$ cat src/mcpc_consts.svh
// Purpose: offsets, packet bit counts and codes of the control packet codec
// Assumes: AXI4-Lite byte addresses, one 32-bit word per register
// Notes: included by the codec module and the bench
`ifndef MCPC_CONSTS_SVH
`define MCPC_CONSTS_SVH

`define MCPC_ADDR_W 6
`define MCPC_OFS_CTRL 6'h00
`define MCPC_OFS_STATUS 6'h04
`define MCPC_OFS_FC_CFG 6'h08
`define MCPC_OFS_SG_CFG0 6'h0c
`define MCPC_OFS_SG_CFG1 6'h10
`define MCPC_OFS_KA_CFG 6'h14
`define MCPC_OFS_RX_HI 6'h18
`define MCPC_OFS_RX_LO 6'h1c
`define MCPC_OFS_RX_CLASS 6'h20

`define MCPC_CTYPE_FRAME_CHANGE 3'h5
`define MCPC_CTYPE_SLOT_GRANT 3'h6
`define MCPC_CTYPE_KEEPALIVE 3'h7

`define MCPC_FC_LEAD_PATTERN 2'h2
`define MCPC_OP_ALLOC 2'h0
`define MCPC_OP_DEALLOC 2'h1
`define MCPC_OP_RELOCATE 2'h2

`define MCPC_FC_BITS 6'h18
`define MCPC_SG_BITS 6'h30
`define MCPC_KA_BITS 6'h18

`define MCPC_RESP_OKAY 2'h0
`define MCPC_RESP_SLVERR 2'h2

`endif

$ cat src/mcpc_pkg.sv
// Purpose: types of the control packet codec
// Assumes: constants come from mcpc_consts.svh
// Notes: no imports; users write mcpc_pkg::name
package mcpc_pkg;

    typedef enum logic [1:0]
    {
        KIND_FRAME_CHANGE,
        KIND_SLOT_GRANT,
        KIND_KEEPALIVE,
        KIND_NONE
    } mcpc_kind_t;

    typedef enum logic [3:0]
    {
        CLS_NONE,
        CLS_FRAME_CHANGE,
        CLS_ALLOCATION_REQUEST,
        CLS_ALLOCATION_INDICATION,
        CLS_ALLOCATION_REJECTION,
        CLS_DEALLOCATION_REQUEST,
        CLS_DEALLOCATION_CONFIRM,
        CLS_GRANT_RELOCATION_INDICATION,
        CLS_KEEPALIVE_REQUEST,
        CLS_KEEPALIVE_ACK,
        CLS_INVALID
    } mcpc_class_t;

    typedef enum logic
    {
        TX_IDLE,
        TX_SHIFT
    } mcpc_tx_state_t;

endpackage

$ cat src/mcpc_codec.sv
// Purpose: build, serialize and classify MAC control packets
// Assumes: AXI4-Lite master on i_sys_clk; serial sink on the same clock
// Notes: packets leave msb first on o_tx_bit while i_tx_ready is high
//
// Behaviour
// frame change packets use control type 5
// frame change leads with fixed bits 10
// next frame length coded like attribute
// legacy phy flag set in compatibility mode
// legacy flag forces compatible frames elsewhere
// frame change reserved bits sent as zero
// ten-bit contention free offset from frame start
// five-bit beacon sequence marks change moment
// slot grant packets use control type 6
// direction bit 0 uplink, 1 downlink
// nine-bit connection identifier carried
// seven-bit grant length in symbols
// nine-bit grant position in symbols
// operation 0 alloc, 1 dealloc, 2 relocate
// fourteen-bit local node identifier carried
// accept flag 1 marks accepted request
// request uses operation 0, origin bit 0
// operation 0 origin 1 is allocation indication
// rejection is operation 0 origin 1
// dealloc request origin 0, confirm origin 1
// operation 2 origin 1 is relocation
// keepalive packets use control type 7
// keepalive flag 1 request, 0 acknowledge
// attempt sequence restarts zero, increments per repeat
// accept flag splits indication from rejection
// fields sent msb first in listed order
`timescale 1ns/1ns
`include "mcpc_consts.svh"

module mcpc_codec
(
    input wire logic i_sys_clk,
    input wire logic i_rstn,
    input wire logic [`MCPC_ADDR_W-1:0] i_awaddr,
    input wire logic i_awvalid,
    output logic o_awready,
    input wire logic [31:0] i_wdata,
    input wire logic [3:0] i_wstrb,
    input wire logic i_wvalid,
    output logic o_wready,
    output logic [1:0] o_bresp,
    output logic o_bvalid,
    input wire logic i_bready,
    input wire logic [`MCPC_ADDR_W-1:0] i_araddr,
    input wire logic i_arvalid,
    output logic o_arready,
    output logic [31:0] o_rdata,
    output logic [1:0] o_rresp,
    output logic o_rvalid,
    input wire logic i_rready,
    output logic o_tx_bit,
    output logic o_tx_valid,
    output logic o_tx_last,
    output logic [2:0] o_tx_control_type,
    input wire logic i_tx_ready,
    output logic o_legacy_phy_flag,
    output logic [1:0] o_next_frame_length
);

    // register storage
    logic [31:0] fc_cfg;
    logic [31:0] sg_cfg0;
    logic [31:0] sg_cfg1;
    logic [31:0] ka_cfg;
    logic [31:0] rx_hi;
    logic [31:0] rx_lo;
    logic [2:0] tx_attempt_seq;
    logic decode_pending;
    mcpc_pkg::mcpc_class_t rx_class;
    logic legacy_phy_flag;
    logic [1:0] next_frame_length;

    // write channel capture
    logic aw_held;
    logic w_held;
    logic [`MCPC_ADDR_W-1:0] aw_addr;
    logic [31:0] w_data;
    logic [3:0] w_strb;
    logic wr_fire;

    assign o_awready = !aw_held && !o_bvalid;
    assign o_wready = !w_held && !o_bvalid;
    assign wr_fire = aw_held && w_held && !o_bvalid;

    always_ff @(posedge i_sys_clk or negedge i_rstn)
    begin
        if (!i_rstn)
        begin
            aw_held <= 1'b0;
            aw_addr <= '0;
        end
        else if (i_awvalid && o_awready)
        begin
            aw_held <= 1'b1;
            aw_addr <= i_awaddr;
        end
        else if (wr_fire)
        begin
            aw_held <= 1'b0;
        end
    end

    always_ff @(posedge i_sys_clk or negedge i_rstn)
    begin
        if (!i_rstn)
        begin
            w_held <= 1'b0;
            w_data <= '0;
            w_strb <= '0;
        end
        else if (i_wvalid && o_wready)
        begin
            w_held <= 1'b1;
            w_data <= i_wdata;
            w_strb <= i_wstrb;
        end
        else if (wr_fire)
        begin
            w_held <= 1'b0;
        end
    end

    logic wr_mapped;
    always_comb
    begin
        unique case (aw_addr)
            `MCPC_OFS_CTRL, `MCPC_OFS_FC_CFG, `MCPC_OFS_SG_CFG0,
            `MCPC_OFS_SG_CFG1, `MCPC_OFS_KA_CFG, `MCPC_OFS_RX_HI,
            `MCPC_OFS_RX_LO: wr_mapped = 1'b1;
            default: wr_mapped = 1'b0;
        endcase
    end

    always_ff @(posedge i_sys_clk or negedge i_rstn)
    begin
        if (!i_rstn)
        begin
            o_bvalid <= 1'b0;
            o_bresp <= `MCPC_RESP_OKAY;
        end
        else if (wr_fire)
        begin
            o_bvalid <= 1'b1;
            o_bresp <= wr_mapped ? `MCPC_RESP_OKAY : `MCPC_RESP_SLVERR;
        end
        else if (i_bready)
        begin
            o_bvalid <= 1'b0;
        end
    end

    function automatic logic [31:0] merge
    (
        input logic [31:0] old,
        input logic [31:0] data,
        input logic [3:0] strb
    );
        logic [31:0] res;
        res = old;
        for (int b = 0; b < 4; b++)
        begin
            if (strb[b])
            begin
                res[b*8 +: 8] = data[b*8 +: 8];
            end
        end
        return res;
    endfunction

    function automatic logic wr_hit(input logic [`MCPC_ADDR_W-1:0] ofs);
        return wr_fire && aw_addr == ofs;
    endfunction

    always_ff @(posedge i_sys_clk or negedge i_rstn)
    begin
        if (!i_rstn)
        begin
            fc_cfg <= '0;
            sg_cfg0 <= '0;
            sg_cfg1 <= '0;
            ka_cfg <= '0;
            rx_hi <= '0;
            rx_lo <= '0;
        end
        else
        begin
            if (wr_hit(`MCPC_OFS_FC_CFG))
                fc_cfg <= merge(fc_cfg, w_data, w_strb);
            if (wr_hit(`MCPC_OFS_SG_CFG0))
                sg_cfg0 <= merge(sg_cfg0, w_data, w_strb);
            if (wr_hit(`MCPC_OFS_SG_CFG1))
                sg_cfg1 <= merge(sg_cfg1, w_data, w_strb);
            if (wr_hit(`MCPC_OFS_KA_CFG))
                ka_cfg <= merge(ka_cfg, w_data, w_strb);
            if (wr_hit(`MCPC_OFS_RX_HI))
                rx_hi <= merge(rx_hi, w_data, w_strb);
            if (wr_hit(`MCPC_OFS_RX_LO))
                rx_lo <= merge(rx_lo, w_data, w_strb);
        end
    end

    // control word: bit0 send, bit1 new keepalive operation, bits 3:2 kind
    logic ctrl_write;
    logic send_req;
    logic ka_new_op;
    mcpc_pkg::mcpc_kind_t send_kind;
    // written out: a continuous assign does not wake on function globals
    assign ctrl_write = wr_fire && aw_addr == `MCPC_OFS_CTRL && w_strb[0];
    assign send_req = ctrl_write && w_data[0];
    assign ka_new_op = ctrl_write && w_data[1];
    assign send_kind = mcpc_pkg::mcpc_kind_t'(w_data[3:2]);

    // packet assembly, fields msb first in listed order
    logic [47:0] fc_word;
    logic [47:0] sg_word;
    logic [47:0] ka_word;
    assign fc_word = {`MCPC_FC_LEAD_PATTERN,
                      fc_cfg[1:0],
                      fc_cfg[2],
                      1'b0,
                      fc_cfg[12:3],
                      fc_cfg[17:13],
                      3'h0,
                      24'h000000};
    assign sg_word = {sg_cfg0[0],
                      sg_cfg0[1],
                      sg_cfg0[6:2],
                      sg_cfg0[15:7],
                      sg_cfg0[22:16],
                      sg_cfg1[8:0],
                      sg_cfg0[24:23],
                      sg_cfg1[22:9]};
    assign ka_word = {ka_cfg[0],
                      ka_cfg[4:1],
                      ka_cfg[7:5],
                      ka_cfg[13:8],
                      2'h0,
                      (ka_new_op ? 3'h0 : tx_attempt_seq),
                      5'h00,
                      24'h000000};

    // serializer
    mcpc_pkg::mcpc_tx_state_t tx_state;
    logic [47:0] tx_shift;
    logic [5:0] tx_left;
    logic tx_take;
    assign tx_take = tx_state == mcpc_pkg::TX_SHIFT && i_tx_ready;
    assign o_tx_valid = tx_state == mcpc_pkg::TX_SHIFT;
    assign o_tx_bit = tx_shift[47];
    assign o_tx_last = o_tx_valid && tx_left == 6'h01;

    always_ff @(posedge i_sys_clk or negedge i_rstn)
    begin
        if (!i_rstn)
        begin
            tx_state <= mcpc_pkg::TX_IDLE;
            tx_shift <= '0;
            tx_left <= '0;
            o_tx_control_type <= 3'h0;
        end
        else
        begin
            unique case (tx_state)
                mcpc_pkg::TX_IDLE:
                begin
                    if (send_req && send_kind != mcpc_pkg::KIND_NONE)
                    begin
                        tx_state <= mcpc_pkg::TX_SHIFT;
                        unique case (send_kind)
                            mcpc_pkg::KIND_FRAME_CHANGE:
                            begin
                                tx_shift <= fc_word;
                                tx_left <= `MCPC_FC_BITS;
                                o_tx_control_type <=
                                    `MCPC_CTYPE_FRAME_CHANGE;
                            end
                            mcpc_pkg::KIND_SLOT_GRANT:
                            begin
                                tx_shift <= sg_word;
                                tx_left <= `MCPC_SG_BITS;
                                o_tx_control_type <=
                                    `MCPC_CTYPE_SLOT_GRANT;
                            end
                            default:
                            begin
                                tx_shift <= ka_word;
                                tx_left <= `MCPC_KA_BITS;
                                o_tx_control_type <=
                                    `MCPC_CTYPE_KEEPALIVE;
                            end
                        endcase
                    end
                end
                mcpc_pkg::TX_SHIFT:
                begin
                    if (tx_take)
                    begin
                        tx_shift <= {tx_shift[46:0], 1'b0};
                        tx_left <= tx_left - 6'h01;
                        if (tx_left == 6'h01)
                            tx_state <= mcpc_pkg::TX_IDLE;
                    end
                end
            endcase
        end
    end

    // attempt counter: new operation restarts it only in TX_IDLE, each keepalive send bumps
    logic ka_sent;
    assign ka_sent = tx_take && tx_left == 6'h01 &&
                     o_tx_control_type == `MCPC_CTYPE_KEEPALIVE;
    always_ff @(posedge i_sys_clk or negedge i_rstn)
    begin
        if (!i_rstn)
            tx_attempt_seq <= 3'h0;
        else if (ka_new_op && tx_state == mcpc_pkg::TX_IDLE)
            tx_attempt_seq <= 3'h0;
        else if (ka_sent)
            tx_attempt_seq <= tx_attempt_seq + 3'h1;
    end

    // decoder: rx_hi holds bits 47:16, rx_lo 15:0, type 18:16, origin 19
    logic [47:0] rx_word;
    logic [2:0] rx_ctype;
    logic rx_origin;
    assign rx_word = {rx_hi, rx_lo[15:0]};
    assign rx_ctype = rx_lo[18:16];
    assign rx_origin = rx_lo[19];

    mcpc_pkg::mcpc_class_t next_class;
    always_comb
    begin
        next_class = mcpc_pkg::CLS_INVALID;
        unique case (rx_ctype)
            `MCPC_CTYPE_FRAME_CHANGE:
            begin
                if (rx_word[47:46] == `MCPC_FC_LEAD_PATTERN &&
                    !rx_word[42] && rx_word[26:24] == 3'h0)
                    next_class = mcpc_pkg::CLS_FRAME_CHANGE;
            end
            `MCPC_CTYPE_SLOT_GRANT:
            begin
                unique case ({rx_word[15:14], rx_origin})
                    {`MCPC_OP_ALLOC, 1'b0}:
                        next_class = mcpc_pkg::CLS_ALLOCATION_REQUEST;
                    {`MCPC_OP_ALLOC, 1'b1}:
                        next_class = rx_word[47] ?
                            mcpc_pkg::CLS_ALLOCATION_INDICATION :
                            mcpc_pkg::CLS_ALLOCATION_REJECTION;
                    {`MCPC_OP_DEALLOC, 1'b0}:
                        next_class =
                            mcpc_pkg::CLS_DEALLOCATION_REQUEST;
                    {`MCPC_OP_DEALLOC, 1'b1}:
                        next_class =
                            mcpc_pkg::CLS_DEALLOCATION_CONFIRM;
                    {`MCPC_OP_RELOCATE, 1'b1}:
                        next_class =
                            mcpc_pkg::CLS_GRANT_RELOCATION_INDICATION;
                    default:
                        next_class = mcpc_pkg::CLS_INVALID;
                endcase
            end
            `MCPC_CTYPE_KEEPALIVE:
            begin
                next_class = rx_word[47] ?
                    mcpc_pkg::CLS_KEEPALIVE_REQUEST :
                    mcpc_pkg::CLS_KEEPALIVE_ACK;
            end
            default:
                next_class = mcpc_pkg::CLS_INVALID;
        endcase
    end

    always_ff @(posedge i_sys_clk or negedge i_rstn)
    begin
        if (!i_rstn)
            decode_pending <= 1'b0;
        else
            decode_pending <= wr_hit(`MCPC_OFS_RX_LO);
    end

    always_ff @(posedge i_sys_clk or negedge i_rstn)
    begin
        if (!i_rstn)
        begin
            rx_class <= mcpc_pkg::CLS_NONE;
            legacy_phy_flag <= 1'b0;
            next_frame_length <= 2'h0;
        end
        else if (decode_pending)
        begin
            rx_class <= next_class;
            if (next_class == mcpc_pkg::CLS_FRAME_CHANGE)
            begin
                legacy_phy_flag <= rx_word[43];
                next_frame_length <= rx_word[45:44];
            end
        end
    end

    assign o_legacy_phy_flag = legacy_phy_flag;
    assign o_next_frame_length = next_frame_length;

    // read channel
    logic [31:0] rd_word;
    logic rd_mapped;
    always_comb
    begin
        rd_mapped = 1'b1;
        unique case (i_araddr)
            `MCPC_OFS_CTRL: rd_word = 32'h00000000;
            `MCPC_OFS_STATUS: rd_word = {27'h0, tx_attempt_seq,
                                         decode_pending, o_tx_valid};
            `MCPC_OFS_FC_CFG: rd_word = fc_cfg;
            `MCPC_OFS_SG_CFG0: rd_word = sg_cfg0;
            `MCPC_OFS_SG_CFG1: rd_word = sg_cfg1;
            `MCPC_OFS_KA_CFG: rd_word = ka_cfg;
            `MCPC_OFS_RX_HI: rd_word = rx_hi;
            `MCPC_OFS_RX_LO: rd_word = rx_lo;
            `MCPC_OFS_RX_CLASS: rd_word = {25'h0, next_frame_length,
                                           legacy_phy_flag, rx_class};
            default:
            begin
                rd_word = 32'h00000000;
                rd_mapped = 1'b0;
            end
        endcase
    end

    assign o_arready = !o_rvalid;
    always_ff @(posedge i_sys_clk or negedge i_rstn)
    begin
        if (!i_rstn)
        begin
            o_rvalid <= 1'b0;
            o_rdata <= 32'h00000000;
            o_rresp <= `MCPC_RESP_OKAY;
        end
        else if (i_arvalid && o_arready)
        begin
            o_rvalid <= 1'b1;
            o_rdata <= rd_word;
            o_rresp <= rd_mapped ? `MCPC_RESP_OKAY : `MCPC_RESP_SLVERR;
        end
        else if (i_rready)
        begin
            o_rvalid <= 1'b0;
        end
    end

endmodule

$ cat config.mk
export PLATFORM = sky130hd
export DESIGN_NAME = mcpc_codec
export DESIGN_NICKNAME = d
export VERILOG_FILES = /design/src/mcpc_pkg.sv /design/src/mcpc_codec.sv
export VERILOG_INCLUDE_DIRS = /design/src
export SDC_FILE = /design/constraint.sdc
export NUM_CORES = 1
export LEC_CHECK = 0
export ABC_CLOCK_PERIOD_IN_PS = 6500
export BUFFER_PORTS_ARGS = -buffer_cell sky130_fd_sc_hd__clkbuf_2
export CAP_MARGIN = 25
export CORE_MARGIN = 1
export CORE_UTILIZATION = 48
export DETAILED_ROUTE_END_ITERATION = 10
export HOLD_SLACK_MARGIN = 0.12
export PLACE_DENSITY = 0.66
export SYNTH_ARGS = -nofsm -noshare
export SYNTH_HDL_FRONTEND = slang
export SYNTH_SLANG_ARGS = --single-unit
$ cat constraint.sdc
create_clock -name i_sys_clk -period 6.5 [get_ports i_sys_clk]
set_clock_uncertainty 0.2 [all_clocks]
set_input_delay 0.65 -clock i_sys_clk [delete_from_list [all_inputs] [get_ports i_sys_clk]]
set_output_delay 0.65 -clock i_sys_clk [all_outputs]
set_load 0.03 [all_outputs]
## Word level (Yosys, flattened, before mapping)

Index checks and enable logic that the tools add are counted.

- Reductions and logical operators: 69
- Mux-type cells: 33
- Bitwise logic cells: 1
- Add/subtract/negate cells: 2
- Equal/unequal tests: 29

Operators by type and width:

| kind | number |
|---|---|
| one-hot mux 32 bit (8 select lines) | 1 |
| one-hot mux 48 bit (2 select lines) | 2 |
| 2-to-1 mux 48 bit | 2 |
| AND reduction 2 bit | 27 |
| == test 6 x 5 -> 1 bit, second input constant | 8 |
| logical AND 1 bit | 25 |
| == test 6 x 4 -> 1 bit, second input constant | 4 |
| one-hot mux 4 bit (5 select lines) | 1 |
| 2-to-1 mux 6 bit | 3 |
| == test 3 bit, second input constant | 5 |
| 2-to-1 mux 1 bit | 13 |
| logical NOT 6 bit | 2 |
| 2-to-1 mux 3 bit | 4 |
| one-hot mux 4 bit (3 select lines) | 1 |
| one-hot mux 6 bit (2 select lines) | 1 |
| nonzero test 2 bit | 5 |
| OR reduction 9 bit | 1 |
| OR reduction 7 bit | 1 |
| == test 3 x 2 -> 1 bit, second input constant | 2 |
| == test 6 x 1 -> 1 bit, second input constant | 1 |
| == test 6 x 3 -> 1 bit, second input constant | 1 |
| == test 6 bit, second input constant | 1 |
| logical NOT 3 bit | 2 |
| subtractor 6 x 1 -> 6 bit, second input constant | 1 |
| other kinds (14) | 20 |

- Logic and storage cells: 177
- Output and inout bits: 50
- Register bits: 343
- Input port bits: 56

## Logic depth before layout (Yosys ltp)

Gate-level depths: netlist of the first run.

- Word-level depth: 9
- Gate-level depth with buffers: 8
- Gate-level depth less buffers: 7

## Least setup slack after synthesis of the first run

OpenSTA, ideal clock, no wires.

- Path kind: reg-to-reg
- Start: register tx_state (netlist: o_tx_valid)
- End: register tx_attempt_seq[1]
- Path slack: 3,666 ps
- Data arrival time: 2,514 ps
- Path buffers: 0
- Library setup time: 121 ps
- Clock period less this slack: 2,834 ps
- Required time: 6,179 ps
- Cell stages (with the launch flop): 6
- Path through: dfrtp_1 -> nand2_1 -> nor4b_1 -> nand3_1 -> mux2i_1 -> nor2_1

- Cells in the longest elaborated chain, start to end: 4
- Elaborated cells on any way between the ends: 7
- Classes of those cells: 1 x mux; 1 x bitwise; 5 x reduce/logical

RTL lines:

| what | line | text |
|---|---|---|
| start, declared | mcpc_codec.sv:248 | `mcpc_pkg::mcpc_tx_state_t tx_state;` |
| start signal, assigned | mcpc_codec.sv:261 | `tx_state <= mcpc_pkg::TX_IDLE;` |
| start signal, assigned | mcpc_codec.sv:273 | `tx_state <= mcpc_pkg::TX_SHIFT;` |
| start signal, assigned | mcpc_codec.sv:306 | `tx_state <= mcpc_pkg::TX_IDLE;` |
| logical AND 1 bit | mcpc_codec.sv:252 | `assign tx_take = tx_state == mcpc_pkg::TX_SHIFT && i_tx_ready;` |
| logical AND 1 bit | mcpc_codec.sv:315 | `assign ka_sent = tx_take && tx_left == 6'h01 &&` |
| logical AND 1 bit (no source line) | - |  |
| nonzero test 2 bit (no source line) | - |  |
| end signal, assigned | mcpc_codec.sv:324 | `tx_attempt_seq <= tx_attempt_seq + 3'h1;` |
| end, declared | mcpc_codec.sv:72 | `logic [2:0] tx_attempt_seq;` |

Parallel ways exist; a longest one is shown, timed or not.
A chain may end at the register's enable or synchronous reset.

## Worst setup path after layout of the first run

- Start: register tx_state (netlist: o_tx_valid)
- End: output port o_tx_last

- Cells in the longest elaborated chain, start to end: 1

RTL lines:

| what | line | text |
|---|---|---|
| logical AND 1 bit | mcpc_codec.sv:255 | `assign o_tx_last = o_tx_valid && tx_left == 6'h01;` |
| end, declared | mcpc_codec.sv:58 | `output logic o_tx_last,` |

Every way passes these cells.

==> results.py, run 1 <==
metrics = {
    "worst_setup_path": {
        "crit_chain": "buf_4, nand2_1, nor4b_1, clkbuf_2",
        "end_kind": "output port",
        "worst_setup_path_start_kind": "register",
        "cp.required_ns": 5.65,
        "path_class": "register to output port",
        "slowest_stage": "buf_4",
        "max_stage_delay_ns": 0.66,
        "path_buf_inv": 2,
        "crit_family": "buffers and inverters",
        "worstPathArrival_ns": 2.62,
        "cp_max_fo": 61,
    },
    "route": {
        "drc": 0,
        "wirelength_microns": 39000,
        "ant_nets": 0,
        "drt_iter0_markers": 777,
        "vias_per_cell": 6.06,
        "first_pass_iters": 5,
        "vias": 10400,
        "wire_per_inst_microns": 22.8,
    },
    "layout": {
        "fin_nets": 1340,
        "utilization": 0.555,
        "n_antenna_cell": 0,
        "regArea_sq_mm": 0.00853,
        "drive_above_1_share": 0.368,
        "final_cell_mix": "dfrtp_1 (340), mux2_2 (246), clkbuf_2 (102), a21oi_1 (81), nand2_1 (66)",
        "multi_input_area_sq_mm": 0.00646,
        "area_delta_synth_final_pct": 13.9,
        "fillerInstances": 2635,
        "layout.cells.most_common": "dfrtp_1",
        "stdcell_count": 1709,
    },
    "clock_network": {
        "cts_sinks": 341,
        "clockRootBuffer": "clkbuf_16",
        "cts_tree": "done",
        "clock_latency_ns": 0.53,
        "cts_buffers": 37,
        "ctsLongestPathBuffers": 3,
        "h-tree-depth": 2,
        "clkSlewWorstSetupHoldPaths_ns": 0.06,
        "cts_setup_buffers": 0,
        "cts_resized": 0,
        "hold_buffers": 3,
    },
    "synthesis": {
        "avgSynthCellArea_sq_um": 12.9,
        "ys_ff_latch": 341,
        "ys_seq_area_frac": 0.556,
        "ys.flop_type": "dfrtp_1",
        "yosysUniqueCellTypes": 64,
        "ys_warn_count": 0,
        "synthesis.area_sq_mm": 0.0154,
        "synth_edf_count": 0,
        "syn_inst": 1187,
        "synthArstFlopShare": 1.00,
    },
    "die": {
        "num_rows": 65,
        "die-area_sq_mm": 0.0327,
        "die_x_microns": 181,
        "start_util": 0.488,
        "die_h_microns": 181,
        "coreArea_sq_mm": 0.0315,
        "io_pins": 106,
    },
    "sta": {
        "final.setup.worst_slack_ns": 3.03,
        "relSlewSlack": 0.331,
        "worst_slew_pin_slew_ns": 1.00,
        "slew_viol_final": 0,
        "fin_setup_tns_ns": 0,
        "post-route-min-period_ns": 3.47,
        "post-route-period-util": 0.533,
        "setup_viol_count_final": 0,
        "timing.fmax_mhz": 288,
        "rsz0062_at_grt": "false",
        "hold_viol": 0,
    },
    "global_routing": {
        "grt_start_max_net_pins": 157,
        "grt_usage": 0.245,
        "grt-ovfl-total": 0,
        "grt_antenna_before_repair": 0,
        "grt_pass1_wl_microns": 61700,
        "grt_pass1_vias": 10500,
    },
    "place": {
        "portBuffers": 103,
        "post-place-ws_ns": 3.18,
        "place_inst": 1641,
        "dpl.hpwl_microns": 25500,
        "place.gp.congestion": 0.847,
    },
    "power": {
        "total_leakage_power_nw": 8.17,
        "p_per_area_mw_per_mm2": 435,
        "peakVddDrop_uv": 240,
    },
    "hold_path": {
        "holdCritPathClass": "input port to register",
    },
    "run_status": {
        "status": "completed",
    },
    "job": {
        "cap_violations": 0,
    },
}
-- final timing paths --
check	start	endpoint	slack, ns	cells past startpoint
setup / recovery	o_tx_valid	o_tx_last	3.03	4
hold / removal	i_wdata[25]	w_data[25]	0.15	2
setup reg to reg	aw_addr[1]	tx_shift[33]	3.38	6
hold reg to reg	o_tx_control_type[2]	o_tx_control_type[2]	0.28	1
max in group asynchronous	i_rstn	sg_cfg1[26]	4.03	3
min in group asynchronous	i_rstn	w_data[1]	0.63	2
-- metrics by stage --
stage	instance area (sq um)	hold slack, ns	power (mW)
floorplan	15400	0.154	4.83
global route	17500	0.150	8.02
finish	17500	0.148	7.61
detailed placement	16200	0.272	5.52
CTS	17500	0.137	7.67
global placement	16200	0.268	5.43
-- cell families after synthesis --
family	Yosys count	share of synthesized area
xor gates and xnor gates	5	0.00285
adders and majority gates	3	0.00245
DFF	341	0.556
AOI/OAI and AO/OA	233	0.0979
other	1	0.000244
muxes	307	0.243
and+or+nand+nor	212	0.0715
buffers and inverters	85	0.0263
-- routing by layer --
| metal | up-vias | wire, microns | global-route usage |
|---|---|---|---|
| met2 | 310 | 18400 | 0.395 |
| met1 | 5410 | 17500 | 0.349 |
| met4 | 0 | 938 | 0.0663 |
| li1 | 4572 | - | - |
| met5 | - | 0 | 0 |
| met3 | 62 | 2050 | 0.0325 |
-- registers in the layout, summed over array words and instances (netlist names), 2 cells and up --
signal	count
o_rdata	32
aw_addr	6
w_strb	4
rx_hi	32
w_data	32
o_next_frame_length	2
sg_cfg1	32
o_tx_control_type	3
tx_attempt_seq	3
ka_cfg	32
sg_cfg0	32
rx_lo	32
rx_class	4
tx_shift	48
tx_left	6
fc_cfg	32
-- synthesized netlist by cell type, types with 3 or more instances --
master,number,share of area
o21a_1,3,0.0015
a221oi_1,3,0.0017
o21ai_0,40,0.013
buf_1,4,0.00098
ha_1,3,0.0024
nor2b_1,7,0.0029
nand3_1,17,0.0055
xor2_1,3,0.0017
mux2_2,246,0.18
nand3_2,16,0.010
clkbuf_1,34,0.0083
nor3_1,10,0.0033
nand2_1,66,0.016
mux2i_1,33,0.022
nor2_1,64,0.016
a22oi_1,34,0.017
and2_1,4,0.0016
a32o_1,25,0.016
a31oi_1,5,0.0020
a22o_1,5,0.0029
buf_4,6,0.0029
and3_1,3,0.0012
nand2b_1,6,0.0024
buf_2,20,0.0065
dfrtp_1,341,0.56
inv_1,16,0.0039
a222oi_1,3,0.0020
mux4_2,28,0.041
a21o_1,3,0.0015
a21oi_1,81,0.026
o21ai_1,14,0.0046
buf_6,5,0.0037
-- area by class of cell --
cell class / instances / share of cell area
clock inverter: 12 / 0.00945
clock buffer: 53 / 0.0610
multi-input combinational: 762 / 0.369
sequential: 341 / 0.488
tap: 402 / 0.0288
inverter: 16 / 0.00344
timing repair buffer: 123 / 0.0398
-- where the power goes --
part | switching (mW) | total, mW | internal, mW
clock network | 0.858 | 2.12 | 1.27
logic | 0.891 | 1.87 | 0.974
registers | 0.751 | 3.62 | 2.87
-- worst register-to-register path: cells and delay by family, from the launching register on --
family                 cells  cell delay (ns)
AOI/OAI and AO/OA          2             0.70
buffers and inverters      1             0.54
DFF                        1             0.44
muxes                      1             0.28
and+or+nand+nor            2             0.83
No activity file was read; power rests on OpenSTA's default activity.
==> run 2, diff against run 1 <==
Settings changed: ABC_CLOCK_PERIOD_IN_PS 6500 to 2900, PLACE_DENSITY 0.66 to 0.68.
Clock period 6.5 ns to 2.9 ns, I/O delays scaled along.
==> run 2 against run 1 <==
- the flow now finishes with violations (DRC)
- critical endpoint unchanged
- design area is 4.6% higher
- combinational power up 130%
- register-to-register slack got worse by 3.0 ns
- non-clock buffer count rose by 73
- clock power is 140% higher
==> results.py, run 2 (synthesis results as in run 1) <==
metrics = {
    "run_status": {
        "status": "finished, violations left",
        "violations": "DRC",
    },
    "sta": {
        "post-route-min-period_ns": 2.75,
        "rsz0062_at_grt": "false",
        "post-route-period-util": 0.947,
        "relSlewSlack": 0.484,
        "fin_setup_tns_ns": 0,
        "hold_viol": 0,
        "timing.fmax_mhz": 364,
        "fin_hold_ws_ns": 0.151,
        "slew_viol_final": 0,
        "setup_viol_count_final": 0,
        "final.setup.worst_slack_ns": 0.155,
        "worst_slew_pin_slew_ns": 0.763,
    },
    "die": {
        "die_h_microns": 181,
        "io_pins": 106,
        "num_rows": 65,
        "die_x_microns": 181,
        "start_util": 0.488,
        "coreArea_sq_mm": 0.0315,
        "die-area_sq_mm": 0.0327,
    },
    "worst_setup_path": {
        "r2r_start": "o_bvalid",
        "worstPathArrival_ns": 2.26,
        "reg2reg_slack_ns": 0.36,
        "reg2reg_to": "fc_cfg[20]",
        "path_class": "register to output port",
        "cp.required_ns": 2.41,
        "cp_max_fo": 4,
        "rr_worst_depth": 4,
        "worst_setup_path_start_kind": "register",
        "end_kind": "output port",
    },
    "clock_network": {
        "cts_buffers": 38,
        "h-tree-depth": 2,
        "cts_setup_buffers": 0,
        "clockRootBuffer": "clkbuf_16",
        "clkSlewWorstSetupHoldPaths_ns": 0.06,
        "ctsLongestPathBuffers": 3,
        "cts_tree": "done",
        "cts_sinks": 341,
        "clock_latency_ns": 0.53,
        "cts_resized": 0,
        "hold_buffers": 51,
    },
    "place": {
        "dpl.hpwl_microns": 27300,
        "portBuffers": 103,
        "post-place-ws_ns": 0.376,
        "place.gp.congestion": 0.877,
    },
    "global_routing": {
        "grt_start_max_net_pins": 74,
        "grt_util_met2": 0.397,
        "grt.busiest_layer": "met2",
        "grt_usage": 0.251,
        "grt_antenna_before_repair": 0,
        "grt_pass1_vias": 11000,
        "grt_use_met3": 0.0429,
        "grt_util_met1": 0.351,
        "grt_pass1_wl_microns": 63600,
        "grt-ovfl-total": 0,
    },
    "layout": {
        "largest_register_ffs": 48,
        "n_antenna_cell": 0,
        "final_cell_mix": "dfrtp_1 (340), mux2_2 (246), clkbuf_2 (102), a21oi_1 (81), nand2_1 (66)",
        "utilization": 0.581,
        "fin_nets": 1414,
        "layout.cells.most_common": "dfrtp_1",
        "drive_above_1_share": 0.368,
        "area_delta_synth_final_pct": 19.1,
        "top_register": "tx_shift",
    },
    "power": {
        "total_leakage_power_nw": 8.55,
        "power.total_mw": 17.5,
        "p_per_area_mw_per_mm2": 957,
        "peakVddDrop_uv": 562,
    },
    "job": {
        "cap_violations": 0,
    },
    "route": {
        "ant_nets": 0,
        "drc": 2,
        "wire_per_inst_microns": 22.3,
        "drt_iter0_markers": 779,
        "wirelength_microns": 39900,
        "vias": 10700,
        "vias_per_cell": 5.97,
        "first_pass_iters": 8,
    },
    "hold_path": {
        "holdCritPathClass": "input port to asynchronous set/reset pin",
    },
}
## run 2: power breakdown
group,internal [mW],switching (mW)
sequential,6.43,1.72
combinational,2.29,2.01
clock,3.08,1.95
## run 2: metrics by stage
step | area, sq um | std cells
4_1_cts | 18300 | 1785
3_5_place_dp | 16500 | 1666
2_1_floorplan | 15400 | 1188
5_1_grt | 18300 | 1785
6_report | 18300 | 1785
3_3_place_gp | 16500 | 1666
## run 2: layout make-up
| type | count | area, sq um |
|---|---|---|
| clock buffer | 53 | 1090 |
| multi-input combinational | 762 | 6450 |
| inverter | 16 | 60.1 |
| tap | 402 | 503 |
| sequential | 341 | 8530 |
| fill | 2540 | 13200 |
| timing repair buffer | 196 | 1410 |
| clock inverter | 15 | 233 |
## run 2: worst max path at each step
stage | startpoint | end | slack, ns | cells past startpoint
detailed placement | o_bvalid | fc_cfg[20] | 0.38 | 4
global placement | o_bvalid | rx_hi[4] | 0.46 | 4
floorplan | o_tx_valid | tx_attempt_seq[1] | 0.07 | 5
global route | tx_left[1] | o_tx_last | 0.10 | 5
CTS | tx_left[1] | o_tx_last | 0.16 | 5
finish | tx_left[1] | o_tx_last | 0.15 | 5
## run 2: worst max-delay path, cell delays in order (launching register included)
cell and delay [ns]:
dfrtp_1 0.40, inv_1 0.09, ha_1 0.16, nand2_1 0.06, nor4b_1 0.69, clkbuf_2 0.33
## run 2: layer usage
metal  up-vias  share of wire
met4         0          0.028
met5         -              0
li1       4722              -
met1      5538           0.45
met2       335           0.47
met3        69          0.054
